==> config.mk <==
export PLATFORM = sky130hd
export DESIGN_NAME = tscr_regs
export DESIGN_NICKNAME = d
export VERILOG_FILES = /design/src/rtl/tscr_pkg.sv /design/src/rtl/tscr_regs.sv
export SDC_FILE = /design/constraint.sdc
export NUM_CORES = 1
export LEC_CHECK = 0
export ABC_AREA = 1
export BUFFER_PORTS_ARGS = -buffer_cell sky130_fd_sc_hd__buf_2
export CAP_MARGIN = 0
export CELL_PAD_IN_SITES_DETAIL_PLACEMENT = 0
export CELL_PAD_IN_SITES_GLOBAL_PLACEMENT = 1
export CORE_MARGIN = 2
export CORE_UTILIZATION = 38
export CTS_CLUSTER_DIAMETER = 150
export DETAILED_ROUTE_END_ITERATION = 10
export GPL_TIMING_DRIVEN = 0
export PLACE_DENSITY = 0.8
export SYNTH_ARGS = -nofsm -noshare
export SYNTH_HDL_FRONTEND = slang
export SYNTH_SLANG_ARGS = --single-unit
==> constraint.sdc <==
create_clock -name clk_sys -period 2.3 [get_ports clk_sys]
set_input_delay 0.46 -clock clk_sys [delete_from_list [all_inputs] [get_ports clk_sys]]
set_output_delay 0.46 -clock clk_sys [all_outputs]
set_load 0.01 [all_outputs]
==> src/rtl/tscr_pkg.sv <==
// Package for the terminal status and configuration register bank.
// Assumes a 100 MHz system clock and a 16-bit parallel host bus.
package tscr_pkg;

	// ----------------------------------------
	// Clock and times
	// ----------------------------------------
	localparam int CLK_PERIOD_NS = 10;
	localparam int TX_TIMEOUT_NS = 668000;
	localparam int RTRT_TO0_NS = 18500;
	localparam int RTRT_TO1_NS = 22500;
	localparam int RTRT_TO2_NS = 50500;
	localparam int RTRT_TO3_NS = 130000;
	// Timeouts are limits to exceed, so round up
	localparam int TX_TIMEOUT_CYC = (TX_TIMEOUT_NS + CLK_PERIOD_NS - 1) / CLK_PERIOD_NS;
	localparam int RTRT_TO0_CYC = (RTRT_TO0_NS + CLK_PERIOD_NS - 1) / CLK_PERIOD_NS;
	localparam int RTRT_TO1_CYC = (RTRT_TO1_NS + CLK_PERIOD_NS - 1) / CLK_PERIOD_NS;
	localparam int RTRT_TO2_CYC = (RTRT_TO2_NS + CLK_PERIOD_NS - 1) / CLK_PERIOD_NS;
	localparam int RTRT_TO3_CYC = (RTRT_TO3_NS + CLK_PERIOD_NS - 1) / CLK_PERIOD_NS;
	localparam logic [2:0] FAST_WAIT_CYC = 3'h4;

	// ----------------------------------------
	// Register offsets (16-bit word addresses)
	// ----------------------------------------
	localparam logic [4:0] ADDR_SELFTEST_ERR = 5'h0F;
	localparam logic [4:0] ADDR_CONFIG_SIX = 5'h18;
	localparam logic [4:0] ADDR_MEM_MGMT = 5'h1A;
	localparam logic [4:0] ADDR_FLAGS = 5'h1B;
	localparam logic [4:0] ADDR_SELFTEST_STAT = 5'h1C;
	localparam logic [15:0] RESET_WORD = 16'h0000;

	// ----------------------------------------
	// Field positions
	// ----------------------------------------
	localparam int BW_TX_TIMEOUT = 15;
	localparam int BW_LOOP_B = 14;
	localparam int BW_LOOP_A = 13;
	localparam int BW_HANDSHAKE = 12;
	localparam int BW_SHUT_B = 11;
	localparam int BW_SHUT_A = 10;
	localparam int BW_FLAG_INH = 9;
	localparam int BW_BIT_FAIL = 8;
	localparam int BW_WC_HIGH = 7;
	localparam int BW_WC_LOW = 6;
	localparam int BW_SYNC_ERR = 5;
	localparam int BW_INV_WORD = 4;
	localparam int BW_RTRT_ERR = 3;
	localparam int BW_RTRT_TO = 2;
	localparam int BW_RTRT_CWE = 1;
	localparam int BW_CMD_ERR = 0;
	localparam int C6_ENH_BC = 15;
	localparam int C6_FAST_HOST = 14;
	localparam int C6_LATE_INC = 13;
	localparam int C6_RING_EN = 12;
	localparam int C6_RING_SZ_LO = 9;
	localparam int C6_SUP_INV = 8;
	localparam int C6_SUP_VAL = 7;
	localparam int C6_QUEUE_EN = 6;
	localparam int C6_ADDR_SRC = 5;
	localparam int C6_ENH_MON = 4;
	localparam int C6_CLK_SEL_LO = 0;
	localparam int MM_OFFLINE = 4;
	localparam int MM_ENH_TT = 2;
	localparam int MM_FRAME_IRQ = 1;
	localparam int MM_PIN_SEL = 0;
	localparam int ST_PROTO_DONE = 15;
	localparam int CC_RETRY_LO = 13;
	localparam int CC_FAILED = 12;
	localparam int CC_RT_STAT = 11;
	localparam int CC_CLEAN = 10;
	localparam int CC_FORMAT = 9;
	localparam int CC_NO_RESP = 8;
	localparam logic [15:0] STACK_STEP = 16'h0004;
	localparam logic [13:0] RING_BASE_WORDS = 14'h0040;

	// ----------------------------------------
	// Types
	// ----------------------------------------
	typedef enum logic [1:0] {
		HS_IDLE = 2'b00,
		HS_WAIT = 2'b01,
		HS_ACK = 2'b10
	} tscr_hstate_t;

	// Protocol engine events, one-cycle pulses unless noted
	typedef struct packed {
		logic tx_active;          // level
		logic loop_fail_a;
		logic loop_fail_b;
		logic handshake_fail;
		logic shutdown_cmd_on_a;
		logic shutdown_cmd_on_b;
		logic flag_inhibit_cmd;
		logic bist_fail;
		logic bist_done;
		logic word_count_high;
		logic word_count_low;
		logic sync_err;
		logic invalid_word;
		logic cmd_word_err;
		logic rtrt_receiver;      // level
		logic rtrt_gap_err;
		logic rtrt_sync_err;
		logic rtrt_format_err;
		logic rtrt_addr_err;
		logic rtrt_cmdword_err;
		logic rtrt_wait_start;
		logic rtrt_resp_seen;
		logic msg_start;
		logic msg_end;
		logic selftest_cmd;
		logic sync_data_cmd;
		logic frame_expired;
		logic queue_event;
		logic queue_event_valid;  // qualifies queue_event
		logic cmp_valid;
		logic cmp_equal;
		logic cmp_less;
	} tscr_evt_t;

	// Result of the most recent controller message, taken at msg_end
	typedef struct packed {
		logic [1:0] retries;
		logic failed;
		logic rt_status;
		logic clean;
		logic format_err;
		logic no_resp;
	} tscr_result_t;

	typedef struct packed {
		tscr_hstate_t hst;
		logic [2:0] wait_cnt;
		logic [15:0] bitword;
		logic [15:0] cfg6;
		logic [15:0] memcfg;
		logic [6:0] ccode;
		logic [15:0] stat;
		logic [7:0] gpf;
		logic [16:0] tx_cnt;
		logic tx_to_done;
		logic [13:0] rt_cnt;
		logic rt_wait;
		logic [15:0] stack_ptr;
		logic [15:0] time_tag;
		logic [15:0] rdata;
		logic [15:0] bit_tx_data;
		logic bit_tx_valid;
		logic [5:0] addr_s1;
		logic [5:0] addr_s2;
		logic offline;
		logic tx_dis_a;
		logic tx_dis_b;
		logic eof;
		logic frame_irq;
		logic pin_out;
		logic queue_push;
	} tscr_state_t;

endpackage

==> src/rtl/tscr_regs.sv <==
// Status and configuration register bank of a dual-bus terminal.
// Assumes protocol engine events arrive on clk_sys; address pins are asynchronous.
//
// What this block does
// - Transmit self-test word on request; host readable
// - Transmitter overrun sets self-test bit 15
// - Per-bus loopback failure bits 14 and 13
// - Shutdown command disables other bus transmitter
// - Word count high and low flags
// - Receiving RT-RT gap/sync/format/address error flag
// - RT-RT response timeout from selected limit
// - Receiving RT-RT transmit command word error
// - Config six top bit enables enhanced controller
// - Fast host access shortens host wait
// - Late increment moves stack step to end
// - Global ring enable and size decode
// - Event queue enable and suppression bits
// - Terminal address from pins or config five
// - Enhanced monitor stores all words in combined RT/MT mode
// - Clock select field decodes input frequency
// - Offline on initiate self-test command
// - Sync data loads time tag, gated
// - Frame timer end flag and maskable interrupt
// - Memory management bit zero selects shared output
// - Condition codes hold retries and message result
// - Host set/clear flags; compare results use flags
`timescale 1ns/1ps
`default_nettype none

module tscr_regs import tscr_pkg::*; #(
	parameter int TX_TIMEOUT = TX_TIMEOUT_CYC,
	parameter int RTRT_TO2 = RTRT_TO2_CYC,
	parameter int RTRT_TO3 = RTRT_TO3_CYC
) (
	// Clock and reset
	input wire logic clk_sys,
	input wire logic rst,
	// Host bus
	input wire logic host_cs,
	input wire logic host_we,
	input wire logic [4:0] host_addr,
	input wire logic [15:0] host_wdata,
	output logic [15:0] host_rdata,
	output logic host_ready,
	// Protocol engine side
	input wire tscr_evt_t evt,
	input wire tscr_result_t msg_result,
	input wire logic [15:0] sync_data_word,
	input wire logic msg_busy,
	input wire logic mode_rt_or_mt,
	input wire logic mode_rt_mt_combined,
	input wire logic bitword_req,
	output logic [15:0] bitword_tx_data,
	output logic bitword_tx_valid,
	// Fields held in neighbouring registers
	input wire logic [1:0] cfg5_rtrt_timeout_sel,
	input wire logic [5:0] cfg5_addr_parity,
	input wire logic cfg5_sync_data_en,
	input wire logic int_mask_frame,
	// Pins
	input wire logic [5:0] rt_addr_pins,
	input wire logic in_command_src,
	input wire logic mode_code_reset_src,
	output logic shared_status_pin,
	// Controls to the engines
	output logic enhanced_controller_mode,
	output logic fast_host_access,
	output logic tx_disable_a,
	output logic tx_disable_b,
	output logic [15:0] cmd_stack_ptr,
	output logic global_ring_active,
	output logic [13:0] global_ring_words,
	output logic queue_push,
	output logic [5:0] terminal_address,
	output logic monitor_store_all,
	output logic [4:0] clock_frequency_mhz,
	output logic terminal_offline,
	output logic [15:0] time_tag,
	output logic end_of_frame_flag,
	output logic frame_irq
);

	tscr_state_t s, n;

	// ----------------------------------------
	// Decoders
	// ----------------------------------------
	function automatic logic [13:0] ring_words(input logic en, input logic [2:0] sz);
		ring_words = (en && sz != 3'h0) ? (RING_BASE_WORDS << sz) : 14'h0000;
	endfunction

	function automatic logic [13:0] rtrt_limit(input logic [1:0] sel);
		case (sel)
			2'h0: rtrt_limit = 14'(RTRT_TO0_CYC);
			2'h1: rtrt_limit = 14'(RTRT_TO1_CYC);
			2'h2: rtrt_limit = 14'(RTRT_TO2);
			default: rtrt_limit = 14'(RTRT_TO3);
		endcase
	endfunction

	logic [15:0] ccode_word;
	logic go_ack, wr;
	logic [13:0] rt_lim;
	logic [7:0] set_b, clr_b;

	// Condition codes share the flag bits and mirror the enhanced mode bit
	assign ccode_word = {s.cfg6[C6_ENH_BC], s.ccode, s.gpf};
	assign rt_lim = rtrt_limit(cfg5_rtrt_timeout_sel);

	// ----------------------------------------
	// Next state
	// ----------------------------------------
	always_comb begin
		n = s;
		n.bit_tx_valid = 1'b0;
		n.eof = 1'b0;
		n.frame_irq = 1'b0;
		n.queue_push = 1'b0;
		n.addr_s1 = rt_addr_pins;
		n.addr_s2 = s.addr_s1;
		set_b = 8'h00;
		clr_b = 8'h00;

		case (s.hst)
			HS_IDLE: begin
				if (host_cs) begin
					n.wait_cnt = 3'h0;
					n.hst = msg_busy ? HS_WAIT : HS_ACK;
				end
			end
			HS_WAIT: begin
				if (!msg_busy) begin
					n.hst = HS_ACK;
				end else if (s.cfg6[C6_FAST_HOST]) begin
					if (s.wait_cnt == FAST_WAIT_CYC - 3'h1) begin
						n.hst = HS_ACK;
					end else begin
						n.wait_cnt = s.wait_cnt + 3'h1;
					end
				end
			end
			HS_ACK: n.hst = HS_IDLE;
			default: n.hst = HS_IDLE;
		endcase
		go_ack = (n.hst == HS_ACK) && (s.hst != HS_ACK);
		wr = (s.hst == HS_ACK) && host_we;

		// read mux, captured as the grant is made
		if (go_ack && !host_we) begin
			case (host_addr)
				ADDR_SELFTEST_ERR: n.rdata = s.bitword;
				ADDR_CONFIG_SIX: n.rdata = s.cfg6;
				ADDR_MEM_MGMT: n.rdata = s.memcfg;
				ADDR_FLAGS: n.rdata = ccode_word;
				ADDR_SELFTEST_STAT: n.rdata = s.stat;
				default: n.rdata = RESET_WORD;
			endcase
		end

		if (wr && host_addr == ADDR_CONFIG_SIX) begin
			n.cfg6 = host_wdata;
		end
		if (wr && host_addr == ADDR_MEM_MGMT) begin
			n.memcfg = host_wdata;
		end

		// host flag set and clear bytes
		if (wr && host_addr == ADDR_FLAGS) begin
			set_b = host_wdata[7:0];
			clr_b = host_wdata[15:8];
		end
		// clear applied last so it wins
		n.gpf = (s.gpf | set_b) & ~clr_b;
		// compare results land in flags one and zero
		if (evt.cmp_valid) begin
			n.gpf[1] = evt.cmp_equal;
			n.gpf[0] = evt.cmp_less;
		end

		// self-test word sent to the controller
		if (bitword_req) begin
			n.bit_tx_data = s.bitword;
			n.bit_tx_valid = 1'b1;
		end

		// Message-scoped bits restart with each message; sets below win
		if (evt.msg_start) begin
			n.bitword[BW_WC_HIGH] = 1'b0;
			n.bitword[BW_WC_LOW] = 1'b0;
			n.bitword[BW_RTRT_ERR] = 1'b0;
			n.bitword[BW_RTRT_TO] = 1'b0;
			n.bitword[BW_RTRT_CWE] = 1'b0;
		end

		if (!evt.tx_active) begin
			n.tx_cnt = 17'h00000;
			n.tx_to_done = 1'b0;
		end else if (!s.tx_to_done) begin
			if (s.tx_cnt == 17'(TX_TIMEOUT - 1)) begin
				n.tx_to_done = 1'b1;
				n.bitword[BW_TX_TIMEOUT] = 1'b1;
			end else begin
				n.tx_cnt = s.tx_cnt + 17'h00001;
			end
		end

		if (evt.loop_fail_b) begin
			n.bitword[BW_LOOP_B] = 1'b1;
		end
		if (evt.loop_fail_a) begin
			n.bitword[BW_LOOP_A] = 1'b1;
		end
		if (evt.handshake_fail) begin
			n.bitword[BW_HANDSHAKE] = 1'b1;
		end

		// shutdown acts on the bus the command did not arrive on
		if (evt.shutdown_cmd_on_a) begin
			n.bitword[BW_SHUT_B] = 1'b1;
			n.tx_dis_b = 1'b1;
		end
		if (evt.shutdown_cmd_on_b) begin
			n.bitword[BW_SHUT_A] = 1'b1;
			n.tx_dis_a = 1'b1;
		end
		if (evt.flag_inhibit_cmd) begin
			n.bitword[BW_FLAG_INH] = 1'b1;
		end
		if (evt.bist_fail) begin
			n.bitword[BW_BIT_FAIL] = 1'b1;
		end

		if (evt.word_count_high) begin
			n.bitword[BW_WC_HIGH] = 1'b1;
		end
		if (evt.word_count_low) begin
			n.bitword[BW_WC_LOW] = 1'b1;
		end
		if (evt.sync_err) begin
			n.bitword[BW_SYNC_ERR] = 1'b1;
		end
		if (evt.invalid_word) begin
			n.bitword[BW_INV_WORD] = 1'b1;
		end
		if (evt.cmd_word_err) begin
			n.bitword[BW_CMD_ERR] = 1'b1;
		end

		if (evt.rtrt_receiver && (evt.rtrt_gap_err || evt.rtrt_sync_err ||
				evt.rtrt_format_err || evt.rtrt_addr_err)) begin
			n.bitword[BW_RTRT_ERR] = 1'b1;
		end
		if (evt.rtrt_receiver && evt.rtrt_cmdword_err) begin
			n.bitword[BW_RTRT_CWE] = 1'b1;
		end

		// response timer; a response in the last cycle still counts
		if (evt.rtrt_wait_start) begin
			n.rt_wait = 1'b1;
			n.rt_cnt = 14'h0000;
		end else if (s.rt_wait) begin
			if (evt.rtrt_resp_seen) begin
				n.rt_wait = 1'b0;
			end else if (s.rt_cnt == rt_lim - 14'h0001) begin
				n.rt_wait = 1'b0;
				n.bitword[BW_RTRT_TO] = 1'b1;
			end else begin
				n.rt_cnt = s.rt_cnt + 14'h0001;
			end
		end

		// command stack step at start or end of message
		if (mode_rt_or_mt && ((evt.msg_start && !s.cfg6[C6_LATE_INC]) ||
				(evt.msg_end && s.cfg6[C6_LATE_INC]))) begin
			n.stack_ptr = s.stack_ptr + STACK_STEP;
		end

		// result of the last message; two retries encode as 11
		if (evt.msg_end) begin
			n.ccode = {msg_result.retries[1] ? 2'b11 : {1'b0, msg_result.retries[0]},
				msg_result.failed, msg_result.rt_status, msg_result.clean,
				msg_result.format_err, msg_result.no_resp};
		end

		// queue updates gated by enable and suppression
		if (evt.queue_event && s.cfg6[C6_QUEUE_EN]) begin
			n.queue_push = evt.queue_event_valid ? !s.cfg6[C6_SUP_VAL] : !s.cfg6[C6_SUP_INV];
		end

		if (evt.selftest_cmd && s.memcfg[MM_OFFLINE]) begin
			n.offline = 1'b1;
		end else if (evt.bist_done) begin
			n.offline = 1'b0;
		end
		if (evt.bist_done) begin
			n.stat[ST_PROTO_DONE] = 1'b1;
		end

		// time tag load, odd words refused in enhanced mode
		if (evt.sync_data_cmd && mode_rt_or_mt && cfg5_sync_data_en &&
				(!s.memcfg[MM_ENH_TT] || !sync_data_word[0])) begin
			n.time_tag = sync_data_word;
		end

		// end of frame flag and maskable interrupt
		if (evt.frame_expired && s.memcfg[MM_FRAME_IRQ]) begin
			n.eof = 1'b1;
			n.frame_irq = !int_mask_frame;
		end

		n.pin_out = s.memcfg[MM_PIN_SEL] ? mode_code_reset_src : in_command_src;
	end

	always_ff @(posedge clk_sys) begin
		if (rst) begin
			s <= '0;
		end else begin
			s <= n;
		end
	end

	// ----------------------------------------
	// Outputs
	// ----------------------------------------
	assign host_ready = (s.hst == HS_ACK);
	assign host_rdata = s.rdata;
	assign bitword_tx_data = s.bit_tx_data;
	assign bitword_tx_valid = s.bit_tx_valid;
	assign shared_status_pin = s.pin_out;
	assign enhanced_controller_mode = s.cfg6[C6_ENH_BC];
	assign fast_host_access = s.cfg6[C6_FAST_HOST];
	assign tx_disable_a = s.tx_dis_a;
	assign tx_disable_b = s.tx_dis_b;
	assign cmd_stack_ptr = s.stack_ptr;
	// ring size, zero code means off
	assign global_ring_words = ring_words(s.cfg6[C6_RING_EN], s.cfg6[C6_RING_SZ_LO +: 3]);
	assign global_ring_active = (global_ring_words != 14'h0000);
	assign queue_push = s.queue_push;
	assign terminal_address = s.cfg6[C6_ADDR_SRC] ? cfg5_addr_parity : s.addr_s2;
	assign monitor_store_all = mode_rt_mt_combined && s.cfg6[C6_ENH_MON];
	always_comb begin
		case (s.cfg6[C6_CLK_SEL_LO +: 2])
			2'h0: clock_frequency_mhz = 5'h10;
			2'h1: clock_frequency_mhz = 5'h0C;
			2'h2: clock_frequency_mhz = 5'h14;
			default: clock_frequency_mhz = 5'h0A;
		endcase
	end
	assign terminal_offline = s.offline;
	assign time_tag = s.time_tag;
	assign end_of_frame_flag = s.eof;
	assign frame_irq = s.frame_irq;
endmodule

`default_nettype wire

==> qor.yml, run 1 <==
status: "finished, final reports clean"
synth_commonest_cells: "nand2_1 (225), nor2_1 (202), dfxtp_1 (182), inv_1 (107), o21ai_0 (100)"
cts_hold_repair.buffers: 0
fmax_mhz: 486
synthArstFlopShare_pct: 0
cts_buffer_depth: 2
die_x_um: 154
drc: 0
rows: 54
ant_nets: 0
fillCellCount: 2290
total_power_mw: 6.76
wl_um: 25200
crit_required_ns: 1.84
rsz0062_at_grt: "no"
cts_tree: "built"
track_usage_pct: 21.2
tightest_slew_ns: 0.773
worst_slack_ns: 0.241
synth_cells: 1198
grt_pass1_wl_um: 39600
hold_path_class: "primary input to flop"
nets: 1528
cellLeakagePower_nw: 4.72
finalSetupViolCount: 0
critPathMaxFanout: 8
yosysUniqueCellTypes: 43
cts.root.buffer_cell: "clkbuf_16"
maxSlewViolCount: 0
pre_cts_ws_ns: 0.187
synth_edf_count: 0
clk_pin_slew_ns: 0.07
pin_count: 204
grt_max_degree: 17
avgSynthCellArea_sq_um: 7.13
vdd.ir_drop.worst_mv: 0.476
netlist_area_sq_um: 8550
initial_utilization_pct: 38.9
gr-total-overflow: 0
antenna_found_initial: 1
port_buffers: 191
finClkSkew_ns: 0.00803
maxCapViolations: 0
ys_seq_area_share_pct: 42.6
dr.pass1.iters: 7
clock_latency_ns: 0.44
dpl.hpwl_um: 19300
fin_tns_setup_ns: 0
p_per_area_nw_per_um2: 645
path_class: "flop to output pin"
cts_resized: 0
final_cell_area_sq_um: 10500
period_needed_ns: 2.06
worst_setup_path_start_kind: "flop"
ys_warn_count: 0
clock-sinks: 182
synthTopCellsByArea: "dfxtp_1 (43%), nand2_1 (9.9%), nor2_1 (8.9%)"
dieArea_sq_um: 23700
vias: 8170
yosys.area.top_type: "dfxtp_1"
hold_violations: 0
cts_buffers: 17
min_period_over_period_pct: 89.5
ys_ff_latch: 182
setup.worst_path.end_class: "output pin"
routedWlPerCell_um: 14.8
synth_top_area_share_pct: 42.6
vias_per_cell: 4.77
placed_area_sq_um: 9890
synth_most_common_cell: "nand2_1"
drive_gt1_share_pct: 23.8
max_slew_margin_pct: 48.5
synthFlopType: "dfxtp_1"
hold_ws_ns: 0.176
place_congestion: 0.868
grt_pass1_vias: 7592
htree_levels: 4
die_h_um: 154
cts_setup_buffers: 0
drt_iter0_markers: 518
arrival_ns: 1.60
core_area_sq_um: 22000
area_delta_synth_final_pct: 22.5
-- cells in the final DEF (no fill, tap or decap), drive strengths merged, types with 3 or more instances in the layout --
cell        n
clkbuf     47
nand2     229
o21ai     101
inv       113
xor2       18
or2         3
nand3      44
a21oi     100
a21boi      3
conb       10
nor2      208
dfxtp     182
ha          9
clkinv      5
nor3       19
nand4      29
buf       280
clkinvlp    4
a31oi       5
mux2        6
-- sequential cells by signal (all words and copies together) (netlist names) --
register                  cells
bitword_tx_data              16
s                            91
queue_push                    1
end_of_frame_flag             1
shared_status_pin             1
fast_host_access              1
cmd_stack_ptr                14
frame_irq                     1
bitword_tx_valid              1
host_rdata                   16
ccode_word                   15
terminal_offline              1
enhanced_controller_mode      1
n                             6
time_tag                     16
-- layout make-up --
type	instances	area (sq um)	area share [%]
clock buffers	23	488	4.66
diodes	1	2.50	0.0239
clock inverters	9	95.1	0.908
inverters	114	428	4.09
well taps	280	350	3.35
multi-input cells	798	3770	36.0
plain buffers	113	734	7.01
repair buffers	191	956	9.13
flip-flops and latches	182	3640	34.8
-- worst max-delay path: stages (launching register included) --
cell and delay, ns:
dfxtp_1 0.31, clkbuf_1 0.33, mux2_2 0.38, buf_2 0.14
-- routing by layer --
layer | GRT usage (%) | up-vias | wire [um]
li1 | - | 4211 | -
met3 | 3.92 | 27 | 1370
met2 | 34.4 | 228 | 11700
met4 | 6.19 | 0 | 357
met1 | 28.8 | 3704 | 11800
met5 | 0 | - | 0
-- cell families after synthesis --
kind of cell	count (synthesis)	share of synthesized area, %
and+or+nand+nor	536	26.4
buffers and inverters	227	13.6
AOI/OAI and AO/OA	217	13.2
DFF	182	42.6
xor gates and xnor gates	20	2.05
adders and majority gates	9	1.32
muxes	6	0.790
other	1	0.0439
-- final timing paths --
check                      start                          end  slack [ns]  depth (start not counted)
max          s[169]$_SDFFE_PP0P_          terminal_address[0]        0.24                          3
min               int_mask_frame         frame_irq$_SDFF_PP0_        0.18                          2
min reg2reg     n[10]$_SDFF_PP0_             s[10]$_SDFF_PP0_        0.40                          2
max reg2reg  s[197]$_SDFFE_PP0P_  host_rdata[12]$_SDFFE_PP0P_        0.28                         10
-- per-stage QoR --
stage / cells / util, %
after floorplan: 1207 / -
after global placement: 1678 / 45.0
after detailed placement: 1678 / 45.0
after CTS: 1710 / 47.7
after global routing: 1711 / 47.7
final: 1711 / 47.7
-- where the power goes --
group | total [mW] | leakage, nW | internal, mW | switching (mW)
Combinational | 0.549 | 2.96 | 0.228 | 0.321
Sequential | 3.29 | 1.48 | 3.23 | 0.0563
Clock | 2.92 | 0.272 | 1.62 | 1.30
(Power assumes the default switching activity.)
==> inputs of run 2 (changes only) <==
==> constraint.sdc (replaced) <==
create_clock -name clk_sys -period 2.3 [get_ports clk_sys]
set_input_delay 0.46 -clock clk_sys [delete_from_list [all_inputs] [get_ports clk_sys]]
set_output_delay 0.46 -clock clk_sys [all_outputs]
set_load 0.05 [all_outputs]
==> qor.yml, run 2 (same netlist as run 1, synthesis figures left out) <==
pin_count: 204
status: "finished, final reports clean"
drt_iter0_markers: 516
grt_pass1_wl_um: 39600
cts_tree: "built"
ant_nets: 0
routedWlPerCell_um: 14.8
pre_cts_ws_ns: 0.187
core_area_sq_um: 22000
grt_max_degree: 17
dpl.hpwl_um: 19300
dp_cells: 1678
max_slew_margin_pct: 48.4
track_usage_pct: 21.2
vias: 8196
cts.root.buffer_cell: "clkbuf_16"
setup.worst_path.end_class: "output pin"
rows: 54
die_h_um: 154
cts_setup_buffers: 0
layout_commonest_cell: "nand2_1"
finalSetupViolCount: 0
arrival_ns: 1.67
cts_buffer_depth: 2
cellLeakagePower_nw: 4.72
path_class: "flop to output pin"
max_stage_delay_ns: 0.38
wl_um: 25300
period_needed_ns: 2.13
drive_gt1_share_pct: 23.8
worst_setup_path_start_kind: "flop"
cts_hold_repair.buffers: 0
cts_buffers: 17
r2r_start: "s[196]$_SDFFE_PP0P_"
clock_latency_ns: 0.44
place_congestion: 0.868
die_x_um: 154
dr.pass1.iters: 5
vdd.ir_drop.worst_mv: 0.479
clk_pin_slew_ns: 0.07
stdcell_count: 1711
critPathMaxFanout: 8
path_cells: "clkbuf_1 > mux2_2 > buf_2"
gr-total-overflow: 0
drc: 0
hold_path_class: "primary input to flop"
hold_ws_ns: 0.174
hold_path_end: "frame_irq$_SDFF_PP0_"
layout_common_cells: "nand2_1 (225), nor2_1 (202), buf_2 (202)"
p_per_area_nw_per_um2: 662
maxCapViolations: 0
finClkSkew_ns: 0.00799
hold_violations: 0
initial_utilization_pct: 38.9
maxSlewViolCount: 0
rsz0062_at_grt: "no"
reg2reg_depth: 10
worst_slack_ns: 0.168
whs_path_depth: 2
cts_resized: 0
hold_start: "int_mask_frame"
nets: 1528
min_period_over_period_pct: 92.7
top_register: "s"
ff2ff_setup_slack_ns: 0.28
clock-sinks: 182
htree_levels: 4
tightest_slew_ns: 0.774
r2r-end: "host_rdata[12]$_SDFFE_PP0P_"
dieArea_sq_um: 23700
fmax_mhz: 469
slowest_stage: "mux2_2"
port_buffers: 191
largest_reg_flops: 91
crit_required_ns: 1.84
fin_tns_setup_ns: 0
area_delta_synth_final_pct: 22.5
grt_pass1_vias: 7590
vias_per_cell: 4.79
antenna_found_initial: 1
-- run 2: cell counts in the layout (fill, tap and decap cells not counted) --
No cell type changed its count.
-- run 2: cell type report --
type | instances | area [sq um]
timing repair buffer | 191 | 956
inverter | 114 | 428
tap | 280 | 350
multi-input combinational | 798 | 3770
clock buffer | 23 | 488
antenna | 1 | 2.50
sequential | 182 | 3640
clock inverter | 9 | 95.1
buffer | 113 | 734
fill | 2290 | 11500
-- run 2: worst max-delay path: cells and delay by family, from the launching register on --
kind,cells,cell delay [ns]
flip-flops,1,0.31
multiplexers,1,0.38
buffers and inverters,2,0.54
-- run 2: worst max-delay path by stage --
stage | from | slack, ns | end | cells after the start
after floorplan | s[174]$_SDFFE_PP0P_ | 0.29 | global_ring_active | 2
after global placement | rst | 0.17 | s[99]$_SDFF_PP0_ | 5
after detailed placement | host_addr[0] | 0.19 | fast_host_access$_SDFFE_PP0P_ | 8
after CTS | s[169]$_SDFFE_PP0P_ | 0.15 | terminal_address[4] | 3
after global routing | s[197]$_SDFFE_PP0P_ | 0.07 | host_rdata[13]$_SDFFE_PP0P_ | 10
final | s[169]$_SDFFE_PP0P_ | 0.17 | terminal_address[0] | 3
-- run 2: layer usage --
layer | wire (um) | GRT usage (%)
met4 | 356 | 6.19
met5 | 0 | 0
met2 | 11700 | 34.4
met1 | 11900 | 28.8
met3 | 1280 | 3.92
-- run 2: per-stage QoR --
stage,power [mW],instance area [sq um],util [%]
after detailed placement,4.08,9890,45.0
after CTS,6.97,10500,47.7
after global routing,7.18,10500,47.7
after global placement,4.07,9890,45.0
final,6.93,10500,47.7
after floorplan,3.83,8580,-
-- run 2: power breakdown --
| group | switching (mW) | internal [mW] |
|---|---|---|
| Clock | 1.31 | 1.62 |
| Sequential | 0.0562 | 3.23 |
| Combinational | 0.488 | 0.229 |
